## src/rtcm_pkg.sv

```systemverilog
// Shared constants and types for the serial memory access engine
package rtcm_pkg;
    // Seven-bit target codes, read/write bit excluded
    localparam logic [6:0] CTRL_CLOCK_SRAM = 7'h6f;
    localparam logic [6:0] CTRL_EEPROM = 7'h57;
    // Address map of the shared pointer
    localparam logic [7:0] CLOCK_FIRST = 8'h00;
    localparam logic [7:0] CLOCK_LAST = 8'h1f;
    localparam logic [7:0] SRAM_FIRST = 8'h20;
    localparam logic [7:0] SRAM_LAST = 8'h5f;
    localparam logic [7:0] EE_FIRST = 8'hf0;
    localparam logic [7:0] EE_LAST = 8'hf7;
    localparam logic [7:0] UNLOCK_KEY_ADDR = 8'h0f;
    localparam logic [7:0] UNLOCK_KEY1 = 8'h55;
    localparam logic [7:0] UNLOCK_KEY2 = 8'haa;
    localparam logic [7:0] PTR_RESET = 8'h00;
    // Memory layout: clock regs and SRAM at 0..95, EEPROM after them
    localparam int MEM_AW = 7;
    localparam int MEM_DEPTH = 104;
    localparam logic [6:0] EE_BASE_IDX = 7'h60;
    localparam int EE_BYTES = 8;
    localparam logic [3:0] BIT_LAST = 4'h8;
    localparam logic [3:0] COMMIT_IDLE = 4'h8;
    localparam int EE_WRITE_CYCLES_DEF = 100000;
    // Unlock progress
    localparam logic [1:0] LOCK_IDLE = 2'h0;
    localparam logic [1:0] LOCK_KEY1 = 2'h1;
    localparam logic [1:0] LOCK_OPEN = 2'h2;

    typedef enum logic [3:0] {
        ST_IDLE = 4'b0000,
        ST_CTRL = 4'b0001,
        ST_CTRL_ACK = 4'b0010,
        ST_ADDR = 4'b0011,
        ST_ADDR_ACK = 4'b0100,
        ST_WDATA = 4'b0101,
        ST_WDATA_ACK = 4'b0110,
        ST_RDATA = 4'b0111,
        ST_RACK = 4'b1000,
        ST_WAIT = 4'b1001
    } rtcm_state_t;
endpackage
```

## src/rtcm_mem_if.sv

```systemverilog
// Port bundle between the access engine and its byte memory
`timescale 1ns/1ps
interface rtcm_mem_if;
    logic we;
    logic [rtcm_pkg::MEM_AW-1:0] waddr;
    logic [7:0] wdata;
    logic [rtcm_pkg::MEM_AW-1:0] raddr;
    logic [7:0] rdata;
    modport ctl (output we, output waddr, output wdata, output raddr, input rdata);
    modport mem (input we, input waddr, input wdata, input raddr, output rdata);
endinterface

```

## src/rtcm_i2c_mem.sv

```systemverilog
// Serial target engine for clock, SRAM and protected EEPROM access
`timescale 1ns/1ps
module rtcm_i2c_mem #(
    parameter int unsigned EE_WRITE_CYCLES = rtcm_pkg::EE_WRITE_CYCLES_DEF
) (
    input wire logic mclk,
    input wire logic rst,
    input wire logic sclPin,
    input wire logic sdaPin,
    output logic sdaOut,
    output logic sdaOeN,
    output logic eeBusy
);
    rtcm_mem_if memBus ();

    rtcm_mem #(
        .DEPTH(rtcm_pkg::MEM_DEPTH)
    ) u_mem (
        .mclk(mclk),
        .rst(rst),
        .bus(memBus)
    );

    function automatic logic [7:0] nextPtr(input logic [7:0] p);
        if (p == rtcm_pkg::CLOCK_LAST) begin
            nextPtr = rtcm_pkg::CLOCK_FIRST;
        end else if (p == rtcm_pkg::SRAM_LAST) begin
            nextPtr = rtcm_pkg::SRAM_FIRST;
        end else if (p[7:3] == rtcm_pkg::EE_FIRST[7:3]) begin
            nextPtr = {p[7:3], p[2:0] + 3'h1};
        end else begin
            nextPtr = p + 8'h01;
        end
    endfunction

    // Pin synchronisers and edge detection
    logic sclS1_r, sclS2_r, sclS3_r, sdaS1_r, sdaS2_r, sdaS3_r;
    always_ff @(posedge mclk or posedge rst) begin
        if (rst) begin
            {sclS1_r, sclS2_r, sclS3_r} <= 3'h7;
            {sdaS1_r, sdaS2_r, sdaS3_r} <= 3'h7;
        end else begin
            {sclS1_r, sclS2_r, sclS3_r} <= {sclPin, sclS1_r, sclS2_r};
            {sdaS1_r, sdaS2_r, sdaS3_r} <= {sdaPin, sdaS1_r, sdaS2_r};
        end
    end
    wire sclRise = sclS2_r & ~sclS3_r;
    wire sclFall = ~sclS2_r & sclS3_r;
    wire startDet = sclS2_r & sclS3_r & ~sdaS2_r & sdaS3_r;
    wire stopDet = sclS2_r & sclS3_r & sdaS2_r & ~sdaS3_r;
    wire sdaIn = sdaS2_r;

    rtcm_pkg::rtcm_state_t state_r, state_nxt;
    logic [3:0] bitCnt_r, bitCnt_nxt;
    logic [7:0] rxSh_r, rxSh_nxt, txSh_r, txSh_nxt, ptr_r, ptr_nxt;
    logic sdaOeN_r, sdaOeN_nxt, eeSpace_r, eeSpace_nxt, rdMode_r, rdMode_nxt;
    logic eeWrote_r, eeWrote_nxt, commitReq_r, eeBusy_r;
    logic [1:0] lock_r, lock_nxt;
    logic [31:0] busyCnt_r, busyCnt_nxt;
    logic [3:0] commitIdx_r, commitIdx_nxt;
    logic [7:0] pageData_r [rtcm_pkg::EE_BYTES];
    logic [rtcm_pkg::EE_BYTES-1:0] pageMask_r;

    // Decoding of received bytes and pointer
    wire rxDone = sclFall && (bitCnt_r == rtcm_pkg::BIT_LAST);
    wire busy = (busyCnt_r != 32'h0);
    wire ctrlIsClock = (rxSh_r[7:1] == rtcm_pkg::CTRL_CLOCK_SRAM);
    wire ctrlIsEe = (rxSh_r[7:1] == rtcm_pkg::CTRL_EEPROM);
    wire ctrlOk = ctrlIsClock | (ctrlIsEe & ~busy);
    wire rxInEe = (rxSh_r >= rtcm_pkg::EE_FIRST) && (rxSh_r <= rtcm_pkg::EE_LAST);
    wire rxInClock = (rxSh_r <= rtcm_pkg::SRAM_LAST);
    wire addrOk = eeSpace_r ? rxInEe : rxInClock;
    wire [7:0] ptrNext = nextPtr(ptr_r);
    wire ptrInEe = (ptr_r[7:3] == rtcm_pkg::EE_FIRST[7:3]);
    wire ptrInClock = (ptr_r <= rtcm_pkg::SRAM_LAST);
    wire ptrIsKey = (ptr_r == rtcm_pkg::UNLOCK_KEY_ADDR);
    wire [6:0] ptrIdx = ptrInEe ? (rtcm_pkg::EE_BASE_IDX | {4'h0, ptr_r[2:0]}) : ptr_r[6:0];
    // Key location and unmapped pointer read as zero
    wire [7:0] readByte = ((ptrInClock && !ptrIsKey) || ptrInEe) ? memBus.rdata : 8'h00;

    // Two-entry write buffer: {eeprom, address, data}
    logic [16:0] fifoMem_r [2];
    logic fifoWr_r, fifoRd_r;
    logic [1:0] fifoCnt_r;
    wire fifoInReady = (fifoCnt_r != 2'h2);
    wire fifoOutValid = (fifoCnt_r != 2'h0);
    wire commitActive = (commitIdx_r != rtcm_pkg::COMMIT_IDLE);
    wire fifoOutReady = ~commitActive;
    wire pushReq = (state_r == rtcm_pkg::ST_WDATA) && rxDone && fifoInReady && !startDet && !stopDet;
    wire pop = fifoOutValid & fifoOutReady;
    wire [16:0] pushItem = {eeSpace_r, ptr_r, rxSh_r};
    wire [16:0] popItem = fifoMem_r[fifoRd_r];
    wire itEe = popItem[16];
    wire [7:0] itAddr = popItem[15:8];
    wire [7:0] itData = popItem[7:0];
    wire itKey = !itEe && (itAddr == rtcm_pkg::UNLOCK_KEY_ADDR);
    wire [1:0] fifoCnt_nxt = fifoCnt_r + {1'b0, pushReq} - {1'b0, pop};

    // Unlock progress and EEPROM commit
    wire keyStep1 = (lock_r == rtcm_pkg::LOCK_IDLE) && (itData == rtcm_pkg::UNLOCK_KEY1);
    wire keyStep2 = (lock_r == rtcm_pkg::LOCK_KEY1) && (itData == rtcm_pkg::UNLOCK_KEY2);
    wire [1:0] lockKey = keyStep1 ? rtcm_pkg::LOCK_KEY1 : (keyStep2 ? rtcm_pkg::LOCK_OPEN : rtcm_pkg::LOCK_IDLE);
    wire commitGo = commitReq_r && !fifoOutValid && !busy;
    wire commitStart = commitGo && (pageMask_r != '0);
    wire pageWr = pop && itEe && (lock_r == rtcm_pkg::LOCK_OPEN);
    wire commitDone = commitActive && (commitIdx_r[2:0] == 3'h7);
    wire commitSet = (startDet | stopDet) & eeWrote_r;

    always_comb begin
        lock_nxt = lock_r;
        if (commitGo) begin
            lock_nxt = rtcm_pkg::LOCK_IDLE;
        end else if (pop && !itEe) begin
            lock_nxt = itKey ? lockKey : rtcm_pkg::LOCK_IDLE;
        end
    end

    assign busyCnt_nxt = commitStart ? 32'(EE_WRITE_CYCLES) : (busy ? busyCnt_r - 32'h1 : 32'h0);
    assign commitIdx_nxt = commitStart ? 4'h0 : (commitDone ? rtcm_pkg::COMMIT_IDLE :
                           (commitActive ? commitIdx_r + 4'h1 : commitIdx_r));

    // Commit walk owns the write port; the buffer stalls meanwhile
    wire [2:0] ci = commitIdx_r[2:0];
    wire drainWe = pop && !itEe && !itKey && (itAddr <= rtcm_pkg::SRAM_LAST);
    assign memBus.we = commitActive ? pageMask_r[ci] : drainWe;
    assign memBus.waddr = commitActive ? (rtcm_pkg::EE_BASE_IDX | {4'h0, ci}) : itAddr[6:0];
    assign memBus.wdata = commitActive ? pageData_r[ci] : itData;
    assign memBus.raddr = ptrIdx;

    // Bus protocol
    always_comb begin
        state_nxt = state_r;
        bitCnt_nxt = bitCnt_r;
        rxSh_nxt = rxSh_r;
        txSh_nxt = txSh_r;
        sdaOeN_nxt = sdaOeN_r;
        ptr_nxt = ptr_r;
        eeSpace_nxt = eeSpace_r;
        rdMode_nxt = rdMode_r;
        eeWrote_nxt = eeWrote_r;
        if (startDet || stopDet) begin
            state_nxt = startDet ? rtcm_pkg::ST_CTRL : rtcm_pkg::ST_IDLE;
            bitCnt_nxt = 4'h0;
            sdaOeN_nxt = 1'b1;
            eeWrote_nxt = 1'b0;
        end else begin
            case (state_r)
                rtcm_pkg::ST_CTRL, rtcm_pkg::ST_ADDR, rtcm_pkg::ST_WDATA: begin
                    if (sclRise && bitCnt_r != rtcm_pkg::BIT_LAST) begin
                        rxSh_nxt = {rxSh_r[6:0], sdaIn};
                        bitCnt_nxt = bitCnt_r + 4'h1;
                    end else if (rxDone) begin
                        if (state_r == rtcm_pkg::ST_CTRL) begin
                            state_nxt = ctrlOk ? rtcm_pkg::ST_CTRL_ACK : rtcm_pkg::ST_WAIT;
                            sdaOeN_nxt = ~ctrlOk;
                            eeSpace_nxt = ctrlIsEe;
                            rdMode_nxt = rxSh_r[0];
                        end else if (state_r == rtcm_pkg::ST_ADDR) begin
                            state_nxt = addrOk ? rtcm_pkg::ST_ADDR_ACK : rtcm_pkg::ST_WAIT;
                            sdaOeN_nxt = ~addrOk;
                            ptr_nxt = addrOk ? rxSh_r : ptr_r;
                        end else begin
                            state_nxt = fifoInReady ? rtcm_pkg::ST_WDATA_ACK : rtcm_pkg::ST_WAIT;
                            sdaOeN_nxt = ~fifoInReady;
                            ptr_nxt = fifoInReady ? ptrNext : ptr_r;
                            eeWrote_nxt = eeWrote_r | (fifoInReady & eeSpace_r);
                        end
                    end
                end
                rtcm_pkg::ST_CTRL_ACK: begin
                    if (sclFall) begin
                        bitCnt_nxt = rdMode_r ? 4'h1 : 4'h0;
                        state_nxt = rdMode_r ? rtcm_pkg::ST_RDATA : rtcm_pkg::ST_ADDR;
                        txSh_nxt = readByte;
                        sdaOeN_nxt = rdMode_r ? readByte[7] : 1'b1;
                    end
                end
                rtcm_pkg::ST_ADDR_ACK, rtcm_pkg::ST_WDATA_ACK: begin
                    if (sclFall) begin
                        bitCnt_nxt = 4'h0;
                        state_nxt = rtcm_pkg::ST_WDATA;
                        sdaOeN_nxt = 1'b1;
                    end
                end
                rtcm_pkg::ST_RDATA: begin
                    if (sclFall && bitCnt_r == rtcm_pkg::BIT_LAST) begin
                        state_nxt = rtcm_pkg::ST_RACK;
                        sdaOeN_nxt = 1'b1;
                    end else if (sclFall) begin
                        txSh_nxt = {txSh_r[6:0], 1'b0};
                        sdaOeN_nxt = txSh_r[6];
                        bitCnt_nxt = bitCnt_r + 4'h1;
                    end
                end
                rtcm_pkg::ST_RACK: begin
                    // Pointer moves past the sent byte whether or not it was acknowledged
                    if (sclRise) begin
                        ptr_nxt = ptrNext;
                        state_nxt = sdaIn ? rtcm_pkg::ST_WAIT : rtcm_pkg::ST_CTRL_ACK;
                    end
                end
                rtcm_pkg::ST_IDLE, rtcm_pkg::ST_WAIT: begin
                    state_nxt = state_r;
                end
                default: begin
                    state_nxt = rtcm_pkg::ST_IDLE;
                    sdaOeN_nxt = 1'b1;
                end
            endcase
        end
    end

    always_ff @(posedge mclk or posedge rst) begin
        if (rst) begin
            state_r <= rtcm_pkg::ST_IDLE;
            bitCnt_r <= 4'h0;
            rxSh_r <= 8'h00;
            txSh_r <= 8'h00;
            sdaOeN_r <= 1'b1;
            ptr_r <= rtcm_pkg::PTR_RESET;
            eeSpace_r <= 1'b0;
            rdMode_r <= 1'b0;
            eeWrote_r <= 1'b0;
        end else begin
            state_r <= state_nxt;
            bitCnt_r <= bitCnt_nxt;
            rxSh_r <= rxSh_nxt;
            txSh_r <= txSh_nxt;
            sdaOeN_r <= sdaOeN_nxt;
            ptr_r <= ptr_nxt;
            eeSpace_r <= eeSpace_nxt;
            rdMode_r <= rdMode_nxt;
            eeWrote_r <= eeWrote_nxt;
        end
    end

    always_ff @(posedge mclk or posedge rst) begin
        if (rst) begin
            fifoMem_r[0] <= 17'h0;
            fifoMem_r[1] <= 17'h0;
            fifoWr_r <= 1'b0;
            fifoRd_r <= 1'b0;
            fifoCnt_r <= 2'h0;
        end else begin
            if (pushReq) begin
                fifoMem_r[fifoWr_r] <= pushItem;
                fifoWr_r <= ~fifoWr_r;
            end
            fifoRd_r <= fifoRd_r ^ pop;
            fifoCnt_r <= fifoCnt_nxt;
        end
    end

    // A commit request raised as the previous one is taken is kept
    always_ff @(posedge mclk or posedge rst) begin
        if (rst) begin
            commitReq_r <= 1'b0;
            lock_r <= rtcm_pkg::LOCK_IDLE;
            busyCnt_r <= 32'h0;
            eeBusy_r <= 1'b0;
            commitIdx_r <= rtcm_pkg::COMMIT_IDLE;
        end else begin
            commitReq_r <= commitSet | (commitReq_r & ~commitGo);
            lock_r <= lock_nxt;
            busyCnt_r <= busyCnt_nxt;
            eeBusy_r <= (busyCnt_nxt != 32'h0);
            commitIdx_r <= commitIdx_nxt;
        end
    end

    for (genvar i = 0; i < rtcm_pkg::EE_BYTES; i++) begin : g_page
        always_ff @(posedge mclk or posedge rst) begin
            if (rst) begin
                pageData_r[i] <= 8'h00;
                pageMask_r[i] <= 1'b0;
            end else if (pageWr && itAddr[2:0] == 3'(i)) begin
                pageData_r[i] <= itData;
                pageMask_r[i] <= 1'b1;
            end else if (commitDone) begin
                pageMask_r[i] <= 1'b0;
            end
        end
    end

    // Open drain: data output is always low, enable carries the bit
    always_ff @(posedge mclk or posedge rst) begin
        if (rst) begin
            sdaOut <= 1'b0;
        end else begin
            sdaOut <= 1'b0;
        end
    end
    assign sdaOeN = sdaOeN_r;
    assign eeBusy = eeBusy_r;

    wire ctrlDecide = (state_r == rtcm_pkg::ST_CTRL) && rxDone && !startDet && !stopDet;
    wire addrDecide = (state_r == rtcm_pkg::ST_ADDR) && rxDone && !startDet && !stopDet;
    wire rackSample = (state_r == rtcm_pkg::ST_RACK) && sclRise && !startDet && !stopDet;
endmodule

```

## src/rtcm_mem.sv

```systemverilog
// Byte memory for clock registers, SRAM and EEPROM with registered read
`timescale 1ns/1ps
module rtcm_mem #(
    parameter int DEPTH = rtcm_pkg::MEM_DEPTH
) (
    input wire logic mclk,
    input wire logic rst,
    rtcm_mem_if.mem bus
);
    logic [7:0] store [DEPTH];
    logic [7:0] rdata_r;

    // Contents are not reset, like battery-backed storage
    always_ff @(posedge mclk) begin
        if (bus.we) begin
            store[bus.waddr] <= bus.wdata;
        end
    end

    always_ff @(posedge mclk or posedge rst) begin
        if (rst) begin
            rdata_r <= 8'h00;
        end else begin
            rdata_r <= store[bus.raddr];
        end
    end

    assign bus.rdata = rdata_r;
endmodule

```

## config.mk

```make
export PLATFORM = sky130hd
export DESIGN_NAME = rtcm_i2c_mem
export DESIGN_NICKNAME = d
export VERILOG_FILES = /design/src/rtcm_pkg.sv /design/src/rtcm_mem_if.sv /design/src/rtcm_i2c_mem.sv /design/src/rtcm_mem.sv
export SDC_FILE = /design/constraint.sdc
export NUM_CORES = 1
export LEC_CHECK = 0
export ABC_AREA = 1
export BUFFER_PORTS_ARGS = -buffer_cell sky130_fd_sc_hd__clkbuf_2
export CAP_MARGIN = 15
export CORE_MARGIN = 3
export CORE_UTILIZATION = 25
export CTS_BUF_LIST = sky130_fd_sc_hd__clkbuf_4
export CTS_CLUSTER_DIAMETER = 60
export CTS_CLUSTER_SIZE = 30
export DETAILED_ROUTE_END_ITERATION = 8
export PLACE_DENSITY = 0.39
export SETUP_SLACK_MARGIN = 0.4
export SYNTH_ARGS = -nofsm -noshare
export SYNTH_HDL_FRONTEND = slang
export SYNTH_SLANG_ARGS = --single-unit
```

## constraint.sdc

```tcl
create_clock -name mclk -period 8.9 [get_ports mclk]
set_input_delay 0.89 -clock mclk [delete_from_list [all_inputs] [get_ports mclk]]
set_output_delay 0.89 -clock mclk [all_outputs]
set_load 0.1 [all_outputs]
```

After elaboration in Yosys (flattened, before gate mapping)

Memories as Yosys holds them, arrays and structs flattened. A register that Yosys moved wholly into a read port is not among the register bits.
Index checks and enable logic that the tools add are counted.

Eq/ne operators: 56
Multiplexer cells: 94
Bitwise logic cells: 33
Reduce and logical (&&, ||, !) cells: 72
$add $sub $neg: 7
$lt $le $gt $ge: 10

Operator list:

| kind                                                                   | count |
|---|---|
| 8-bit two-way mux                                                      | 14 |
| 4-bit two-way mux                                                      | 22 |
| 17-bit two-way mux                                                     | 4 |
| 32-bit two-way mux                                                     | 2 |
| 32-bit nonzero test                                                    | 2 |
| 7-bit two-way mux                                                      | 5 |
| 34-bit bitwise mux                                                     | 1 |
| 3-bit != test (second input constant)                                  | 11 |
| 1-bit two-way mux                                                      | 32 |
| 32-bit by 1-bit subtractor with 32-bit output (second input constant)  | 1 |
| 1-bit logical AND                                                      | 29 |
| 2-bit nonzero test                                                     | 14 |
| 8-bit binary-select mux with 3-bit select                              | 1 |
| 8-bit by 7-bit <= comparator with 1-bit output (second input constant) | 3 |
| 2-bit != test (second input constant)                                  | 12 |
| 4-bit case mux with 6 select lines                                     | 1 |
| 17-bit demux with 1-bit select                                         | 1 |
| 4-bit by 3-bit equality test with 1-bit output (second input constant) | 4 |
| 8-bit by 4-bit equality test with 1-bit output (second input constant) | 2 |
| 8-bit by 7-bit equality test with 1-bit output (second input constant) | 2 |
| 4-bit case mux with 4 select lines                                     | 1 |
| 8-bit case mux with 2 select lines                                     | 1 |
| 3-bit equality test (second input constant)                            | 5 |
| 5-bit AND reduction                                                    | 3 |
| other kinds (49)                                                       | 99 |

RAM bits: 832
Bits in registers: 191
Input bits: 4
Output and inout bits: 3
Memories kept: 1

Memory list:

| memory      | depth | width | read ports | clocked after memory_dff | wr ports | RTL line       | source |
|---|---|---|---|---|---|---|---|
| u_mem.store | 104   | 8     | 1          | 1                        | 1        | rtcm_mem.sv:10 | `logic [7:0] store [DEPTH];` |

Depth between registers and ports, before layout

Gate-level depths: netlist of the first run.

Depth in word-level cells: 12
Depth in mapped cells: 16
Mapped depth without buffers: 14

Modules after synthesis

A second synthesis of the first run with hierarchy kept.

Cell total of the unflattened synthesis: 4202
Area total of the unflattened synthesis: 44502.7 um2

By module, submodules not included:

| module       | area each (um2) | instances | cells each |
|---|---|---|---|
| rtcm_mem     | 34322.9         | 1         | 2887 |
| rtcm_i2c_mem | 10179.8         | 1         | 1315 |

Worst setup path after synthesis of the first run

OpenSTA, ideal clock, no wires.

Path type: reg-to-reg
From: register commitIdx_r[1]
To: memory u_mem.store[0][1], data pin
Stages on the path, launching flop included: 8
Path slack: 3875 ps
Data required time: 8151 ps
Period minus slack after synthesis: 5025 ps
Setup time: 749 ps
Arrival time: 4276 ps
Buffers on the path: 3
Path through: dfrtp_1 inv_1 clkbuf_1 clkbuf_1 ha_1 nand3_4 clkbuf_1 o211ai_1

Cells in the longest elaborated chain, start to end: 5

RTL lines:

| element                                               | RTL line            | source |
|---|---|---|
| from (decl)                                           | rtcm_i2c_mem.sv:60  | `logic [3:0] commitIdx_r, commitIdx_nxt;` |
| from (signal assigned)                                | rtcm_i2c_mem.sv:261 | `commitIdx_r <= rtcm_pkg::COMMIT_IDLE;` |
| from (signal assigned)                                | rtcm_i2c_mem.sv:267 | `commitIdx_r <= commitIdx_nxt;` |
| 3-bit NOT with 4-bit output (implied by the code)     | rtcm_i2c_mem.sv:127 | `assign memBus.wdata = commitActive ? pageData_r[ci] : itData;` |
| 8-bit binary-select mux with 3-bit select             | rtcm_i2c_mem.sv:127 |  |
| 8-bit two-way mux (implied by the code) (2 in series) | rtcm_i2c_mem.sv:127 |  |
| 8-bit two-way mux (*)                                 | rtcm_i2c_mem.sv:127 |  |
| net memBus.wdata[1]                                   | rtcm_mem_if.sv:6    | `logic [7:0] wdata;` |
| to (decl)                                             | rtcm_mem.sv:10      |  |

The timed path passes the listed nets; every way through them passes the cells marked *. The select of a mux whose other input is x is not followed.

Worst setup path in the final report of the first run

From: register commitIdx_r[1]
To: memory u_mem.store[65][2] (enable)

Cells in the longest elaborated chain, start to end: 9

RTL lines:

| element                                 | RTL line            | source |
|---|---|---|
| 4-bit != test                           | rtcm_i2c_mem.sv:87  | `wire commitActive = (commitIdx_r != rtcm_pkg::COMMIT_IDLE);` |
| 1-bit NOT                               | rtcm_i2c_mem.sv:88  | `wire fifoOutReady = ~commitActive;` |
| 1-bit bitwise AND                       | rtcm_i2c_mem.sv:90  | `wire pop = fifoOutValid & fifoOutReady;` |
| 1-bit logical AND (3 in series)         | rtcm_i2c_mem.sv:124 | `wire drainWe = pop && !itEe && !itKey && (itAddr <= rtcm_pkg::SRAM_LAST);` |
| 1-bit two-way mux                       | rtcm_i2c_mem.sv:125 | `assign memBus.we = commitActive ? pageMask_r[ci] : drainWe;` |
| 1-bit two-way mux                       | rtcm_mem.sv:15      | `if (bus.we) begin` |
| 1-bit two-way mux (implied by the code) | rtcm_mem.sv:16      | `store[bus.waddr] <= bus.wdata;` |

Parallel ways exist; a longest one is shown, timed or not. The select of a mux whose other input is x is not followed.

==> summary.md, run 1 <==
| Metric | Value |
|---|---|
| Post-Place Cells | `6,085` |
| Initial core utilization | `0.252` |
| Pwr Density | `305 nW/µm²` |
| Top cells by count, synth | `edfxtp_1 (832), nor2_1 (826), o21ai_0 (506), nand2_1 (489), nand3_1 (221)` |
| TNS Setup | `0 ns` |
| Pre-CTS WS | `3.83 ns` |
| Finished Layout Cells | `6,285` |
| Status | `finished, final reports clean` |
| First-pass GRT wire length | `201 mm` |
| Combinational power share | `0.380` |
| CP max stage delay | `0.88 ns` |
| Worst-path clk slew | `0.17 ns` |
| Post-synthesis average cell area | `11.0 µm²` |
| Asr flop ratio synth | `0.193` |
| Resized cells post-CTS | `0` |
| Die Y | `423 µm` |
| Routed Antenna Nets | `0` |
| Finished Core Util | `0.276` |
| RSZ-0062 raised after global routing | `no` |
| GRT overflow | `0` |
| CP Data Required Time | `9.63 ns` |
| Seq. cell area | `30,000 µm²` |
| Area leader, netlist | `edfxtp_1` |
| Seq pwr share | `0.421` |
| I/O Buffers | `5` |
| Vias per cell | `4.65` |
| Clock Latency Late Sink | `1.18 ns` |
| Peak VDD IR | `0.000205 V` |
| Fraction of layout cells with a size suffix above 1 | `0.0756` |
| Cell internal pwr | `8.05 mW` |
| Post-synth EDFFs | `832` |
| CORE AREA | `172,000 µm²` |
| Worst Hold Class | `register to register` |
| CP Max Fanout | `22` |
| Initial antenna violation count | `4` |
| Final setup vio count | `0` |
| Nets@finish | `3,894` |
| Root Driver | `clkbuf_4` |
| Worst-Margin Slew | `1.05 ns` |
| Cells after Synth | `3,943` |
| Wirelength per Cell | `21.5 µm` |
| Iteration-0 DRC Markers | `2,676` |
| Largest net degree at the start of global routing | `178` |
| Max-Cap Viols | `0` |
| IO Count | `7` |
| Switching pwr | `6.45 mW` |
| Final Wtd Congestion | `0.786` |
| Fillers | `18.1k` |
| CTS Buf Count | `100` |
| Setup crit end kind | `register` |
| CP max-delay cell | `dfrtp_1` |
| Syn Std Cell Area | `43,500 µm²` |
| Layout Skew | `0.107 ns` |
| Leak | `16.7 nW` |
| Fin. max-slew vios | `0` |
| Setup WS post-layout | `3.82 ns` |
| Largest cells by area after synthesis | `edfxtp_1 (57%), dfrtp_1 (11%), nor2_1 (7.1%)` |
| CP Class | `register to register` |
| Seq/Total Area, Yosys | `0.689` |
| Drt first pass iters | `8` |
| Routed vias | `29.2k` |
| Yosys reg bits | `1,031` |
| DP Wirelength | `80.0 mm` |
| Vias in the first global route | `29.0k` |
| Crit start category | `register` |
| Crit path time final | `5.08 ns` |
| Switching share of total power | `0.445` |
| CP arrival | `5.81 ns` |
| Final total power | `14.5 mW` |
| DIE AREA | `179,000 µm²` |
| Layout area overhead | `9.52%` |
| Synth top area share | `0.574` |
| Top-count cell post-synth | `edfxtp_1` |
| Num rows | `152` |
| CTS sink cnt | `1,031` |
| Ys flop type | `edfxtp_1` |
| CP Cell Sequence | `inv_1 > ha_1 > nand3_4 > inv_2 > nor2_8 > inv_2 > a21oi_1 > or2_1 > inv_1 > nand2_1 > nand2_2 > nor2_1` |
| Clock Tree Buf Depth | `3` |
| Global-route usage over all layers | `0.149` |
| H-tree levels | `3` |
| FMAX | `0.197 GHz` |
| Clk pwr share | `0.199` |
| Count of cell types in the netlist | `56` |
| Yosys warns | `0` |
| CTS tree | `done` |
| Die X | `423 µm` |
| DRC Markers | `0` |
| Final hold vios | `0` |
| Fin crit share | `0.571` |
| Total wire length | `135 mm` |
| Multi-input gate area in the final layout | `11,900 µm²` |
| Max-slew headroom | `0.303` |
[cell type report]
| class | instances | area share |
|---|---|---|
| flip-flops and latches | 1031 | 0.629 |
| repair buffers | 51 | 0.00925 |
| well taps | 2310 | 0.0607 |
| clock inverters | 83 | 0.0199 |
| diodes | 8 | 0.000420 |
| inverters | 162 | 0.0132 |
| multi-input cells | 2534 | 0.250 |
| clock buffers | 106 | 0.0167 |
[routing by layer]
layer,track usage,part of all wire
met1,0.212,0.47
met2,0.238,0.46
met3,0.0240,0.045
met4,0.0302,0.019
met5,0,0.000096
[final timing paths]
path                       depth (start not counted)                  startpoint                            to  slack [ns]
min in group asynchronous                          3                         rst       busyCnt_r[27]$_DFF_PP0_        0.39
setup reg to reg                                  12  commitIdx_r[1]$_DFFE_PP0P_  u_mem.store[65][2]$_DFFE_PP_        3.82
hold / removal                                     0           sclS1_r$_DFF_PP1_             sclS2_r$_DFF_PP1_        0.32
setup / recovery                                  12  commitIdx_r[1]$_DFFE_PP0P_  u_mem.store[65][2]$_DFFE_PP_        3.82
max in group asynchronous                          4                         rst          ptr_r[0]$_DFFE_PP0P_        7.09
hold reg to reg                                    0           sclS1_r$_DFF_PP1_             sclS2_r$_DFF_PP1_        0.32
[cells in the final DEF (no fill, tap or decap), types with 11 or more instances in the layout]
master	n
nand3_1	221
nand2_2	15
inv_6	20
nand4_1	16
nand2_1	489
o21ai_0	506
inv_1	148
nor2_1	825
buf_4	38
o22ai_1	85
clkbuf_4	106
dfrtp_1	187
o211ai_1	130
clkinv_8	11
o221ai_1	16
a21oi_1	61
edfxtp_1	832
o21ai_1	75
inv_8	17
[registers in the layout (all words and copies together) (netlist names), 2 cells and up]
register and count:
u_mem.store 832, pageData_r 64, fifoMem_r 34, busyCnt_r 32
pageMask_r 8, ptr_r 8, rxSh_r 8, u_mem.bus.rdata 8
txSh_r 7, bitCnt_r 4, commitIdx_r 4, state_r 4
fifoCnt_r 2, lock_r 2
[worst max-delay path: cells and delay by family (launching register included)]
kind	cells	cell delay, ns
simple gates	6	2.46
buf+inv	4	0.84
flops	1	0.88
compound gates	1	0.11
fa+ha+maj	1	0.38
[per-stage QoR]
step	area, µm²	hold WS (ns)
after detailed placement	45800	0.350
after floorplan	43500	0.345
after CTS	47600	0.242
after global placement	45800	0.346
after global routing	47600	0.237
final	47600	0.324
[power by group through the flow]
| stage | Combinational [mW] | Sequential (mW) | Clock (mW) |
|---|---|---|---|
| 3_5_place_dp | 5.58 | 6.22 | 0 |
| 4_1_cts | 5.59 | 6.12 | 3.00 |
| 3_3_place_gp | 5.63 | 6.22 | 0 |
| 6_report | 5.51 | 6.11 | 2.88 |
| 2_1_floorplan | 3.31 | 6.18 | 0 |
| 5_1_grt | 6.05 | 6.15 | 3.18 |
[cells by family after synthesis]
group / Yosys count / share of synthesized area
other: 1 / 0.0000862
AOI/OAI and AO/OA: 899 / 0.116
muxes: 2 / 0.000518
adders and majority gates: 10 / 0.00288
xor gates and xnor gates: 12 / 0.00242
DFF: 1031 / 0.689
buffers and inverters: 386 / 0.0377
and+or+nand+nor: 1602 / 0.151
[repair_timing]
| item | 4_1_cts | 5_1_grt |
|---|---|---|
| setup buffers | 0 | 0 |
| endpoints found under the hold margin | 87 | 0 |
| hold buffers | 3 | 0 |
Note: power is estimated with default switching activity, not from simulation.
==> run 2, diff against run 1 <==
ABC_AREA = 0   (was 1)
clock period = 4.9 ns   (was 8.9 ns; I/O delays follow)
==> summary.md, run 2 <==
| Metric | Value |
|---|---|
| Wirelength per Cell | `23.6 µm (+9.8%)` |
| CTS Buf Count | `104 (+4.0%)` |
| Final total power | `17.7 mW (+22%)` |
| Cells after Synth | `2,455 (-38%)` |
| CP arrival | `4.69 ns (-1.12 ns)` |
| Die Y | `416 µm (-1.6%)` |
| Worst-Margin Slew | `1.02 ns (-0.0292 ns)` |
| Initial antenna violation count | `5 (+1)` |
| First-pass GRT wire length | `167 mm (-17%)` |
| Worst Hold Class | `register to register` |
| Seq/Total Area, Yosys | `0.713 (+0.0236)` |
| CP Data Required Time | `5.59 ns (-4.04 ns)` |
| CTS tree | `done` |
| Commonest non-fill, non-tap cell in the layout | `edfxtp_1` |
| Asr flop ratio synth | `0.193 (unchanged)` |
| Count of cell types in the netlist | `79 (+41%)` |
| DIE AREA | `173,000 µm² (-3.3%)` |
| Initial core utilization | `0.253 (+0.000756)` |
| Total wire length | `113 mm (-16%)` |
| Nets@finish | `2,521 (-35%)` |
| Global-route usage over all layers | `0.130 (-0.0183)` |
| Hold Path Sink | `sclS2_r$_DFF_PP1_` |
| Max-slew headroom | `0.323 (+0.0194)` |
| Num rows | `149 (-2.0%)` |
| Top-count cell post-synth | `edfxtp_1` |
| Reg2reg start | `fifoRd_r$_DFF_PP0_` |
| Peak VDD IR | `0.000246 V (+20%)` |
| Crit path time final | `4.00 ns (-1.08 ns)` |
| Post-CTS Setup Repair Bufs | `0 (unchanged)` |
| CTS sink cnt | `1,031 (unchanged)` |
| Ys flop type | `edfxtp_1` |
| Die X | `416 µm (-1.6%)` |
| Yosys reg bits | `1,031 (unchanged)` |
| Top reg by flops | `u_mem.store` |
| Largest cells by area after synthesis | `edfxtp_1 (59%), mux4_2 (13%), dfrtp_1 (11%)` |
| Final setup vio count | `0 (unchanged)` |
| Post-synthesis average cell area | `17.1 µm² (+55%)` |
| Yosys warns | `0 (unchanged)` |
| DP Wirelength | `71.7 mm (-10%)` |
| Worst Hold Depth | `0 (unchanged)` |
| Crit start category | `register` |
| R2R Path End | `u_mem.store[71][4]$_DFFE_PP_` |
| Worst-path clk slew | `0.13 ns (-0.04 ns)` |
| Pre-CTS WS | `0.940 ns (-2.89 ns)` |
| Final hold vios | `0 (unchanged)` |
| Synth top area share | `0.594 (+0.0196)` |
| Status | `finished, final reports clean` |
| Root Driver | `clkbuf_4` |
| Fraction of layout cells with a size suffix above 1 | `0.233 (+0.157)` |
| RSZ-0062 raised after global routing | `no` |
| Setup crit end kind | `register` |
| Setup WS post-layout | `0.900 ns (-2.92 ns)` |
| TNS Setup | `0 ns (unchanged)` |
| H-tree levels | `3 (unchanged)` |
| Layout Skew | `0.117 ns (+0.00940 ns)` |
| Final Wtd Congestion | `0.761 (-3.2%)` |
| Leak | `17.0 nW (+1.7%)` |
| Worst Min Path Start | `sclS1_r$_DFF_PP1_` |
| FMAX | `0.250 GHz (+27%)` |
| Iteration-0 DRC Markers | `1,685 (-37%)` |
| GRT overflow | `0 (unchanged)` |
| CP Class | `register to register` |
| Most frequent cells in the layout | `edfxtp_1 (832), nor2_1 (246), mux4_2 (234), dfrtp_1 (187), nand2_1 (152)` |
| Area leader, netlist | `edfxtp_1` |
| Min Hold Slack | `0.368 ns (+0.0432 ns)` |
| Top cells by count, synth | `edfxtp_1 (832), nor2_1 (246), mux4_2 (234), dfrtp_1 (191), nand2_1 (152)` |
| Routed Antenna Nets | `0 (unchanged)` |
| IO Count | `7 (unchanged)` |
| Fin. max-slew vios | `0 (unchanged)` |
| Layout area overhead | `11.5%` |
| Vias in the first global route | `23.3k (-20%)` |
| Clock Latency Late Sink | `1.15 ns (-0.03 ns)` |
| Regs by FF count | `u_mem.store: 832 flops, pageData_r: 64 flops, fifoMem_r: 34 flops` |
| Syn Std Cell Area | `42,100 µm² (-3.3%)` |
| Fin crit share | `0.816 (+0.245)` |
| Vias per cell | `4.68 (+0.51%)` |
| Routed vias | `22.4k (-23%)` |
| CORE AREA | `166,000 µm² (-3.6%)` |
| Post-synth EDFFs | `832 (unchanged)` |
| Pwr Density | `378 nW/µm² (+24%)` |
| Resized cells post-CTS | `0 (unchanged)` |
| Worst Reg-to-Reg Cells | `8 (-4)` |
| I/O Buffers | `5 (unchanged)` |
| Clock Tree Buf Depth | `3 (unchanged)` |
| Reg2Reg Setup Slack | `0.90 ns (-2.92 ns)` |
| Drt first pass iters | `7 (-1)` |
| DRC Markers | `0 (unchanged)` |
| Largest net degree at the start of global routing | `136 (-24%)` |
| Largest register FFs | `832 (unchanged)` |
| CP Max Fanout | `20 (-9.1%)` |
| Finished Core Util | `0.282 (+0.00596)` |
| Max-Cap Viols | `0 (unchanged)` |
[run 2: cell count changes after synthesis, sizes merged, moves of 45 or more]
cell,delta
nand3,-189
o22ai,-45
nand2,-354
mux2i,+48
o211ai,-121
mux2,+73
inv,-137
nor2,-593
o21ai,-473
buf,-54
mux4,+234
[run 2: cells by family (layout without fill, tap and decap cells)]
logic type               Yosys count  count (layout)  synth area share
adder cells (fa/ha/maj)           10              10           0.00297
multiplexers                     357             357             0.157
AO/OA/AOI/OAI                    300             300            0.0431
XOR/XNOR                          27              27           0.00562
buffers and inverters            153             287            0.0148
other                              1              18         0.0000892
flip-flops                      1031            1031             0.713
AND/OR/NAND/NOR                  576             576            0.0638
[run 2: timing repair]
action                                  4_1_cts  5_1_grt
endpoints found under the setup margin        0        0
endpoints found under the hold margin       201        0
hold buffers                                  6        0
[run 2: layer usage]
metal | part of all wire | wire length (µm) | track usage | vias to the layer above
met5 | 0 | 0 | 0 | -
met4 | 0.018 | 2060 | 0.0284 | 0
met3 | 0.049 | 5600 | 0.0255 | 147
met2 | 0.49 | 55000 | 0.216 | 524
met1 | 0.45 | 50700 | 0.177 | 11912
li1 | - | - | - | 9839
[run 2: how the worst max path moves through the flow]
stage / from / to / slack [ns] / depth (start not counted)
floorplan: commitIdx_r[1]$_DFFE_PP0P_ / u_mem.store[0][0]$_DFFE_PP_ / 0.87 / 8
global placement: fifoRd_r$_DFF_PP0_ / u_mem.store[102][1]$_DFFE_PP_ / 0.85 / 6
detailed placement: fifoRd_r$_DFF_PP0_ / u_mem.store[35][4]$_DFFE_PP_ / 0.94 / 8
CTS: fifoRd_r$_DFF_PP0_ / u_mem.store[35][6]$_DFFE_PP_ / 0.89 / 8
global route: fifoRd_r$_DFF_PP0_ / u_mem.store[14][3]$_DFFE_PP_ / 0.54 / 8
finish: fifoRd_r$_DFF_PP0_ / u_mem.store[71][4]$_DFFE_PP_ / 0.90 / 8
[run 2: layout make-up]
class / count / area (µm²)
clock buffer: 107 / 803
timing repair buffer: 68 / 661
clock inverter: 89 / 1000
tap: 2189 / 2740
multi-input combinational: 1279 / 11600
inverter: 23 / 91.3
fill: 16422 / 119000
sequential: 1031 / 30000
antenna: 9 / 22.5
[run 2: power breakdown]
part           leakage (nW)  internal (mW)  total (mW)  switching [mW]
clock network         0.946           1.84        5.25            3.41
registers              11.8           9.58        9.95           0.370
logic                  4.27           1.05        2.54            1.49
total                  17.0           12.5        17.7            5.27
[run 2: stage by stage]
stage,cells,cell area [µm²]
finish,4795,46900
global route,4794,46900
CTS,4785,46900
detailed placement,4583,45000
global placement,4583,45000
floorplan,2463,42100
[run 2: worst max-delay path: stages, from the launching register on]
cell,delay [ns]
dfrtp_1,0.79
buf_4,0.38
nor3_1,0.09
a21oi_1,0.21
nand4bb_1,0.22
a221o_1,0.45
nand3_1,0.46
buf_4,0.38
nor2_1,0.57
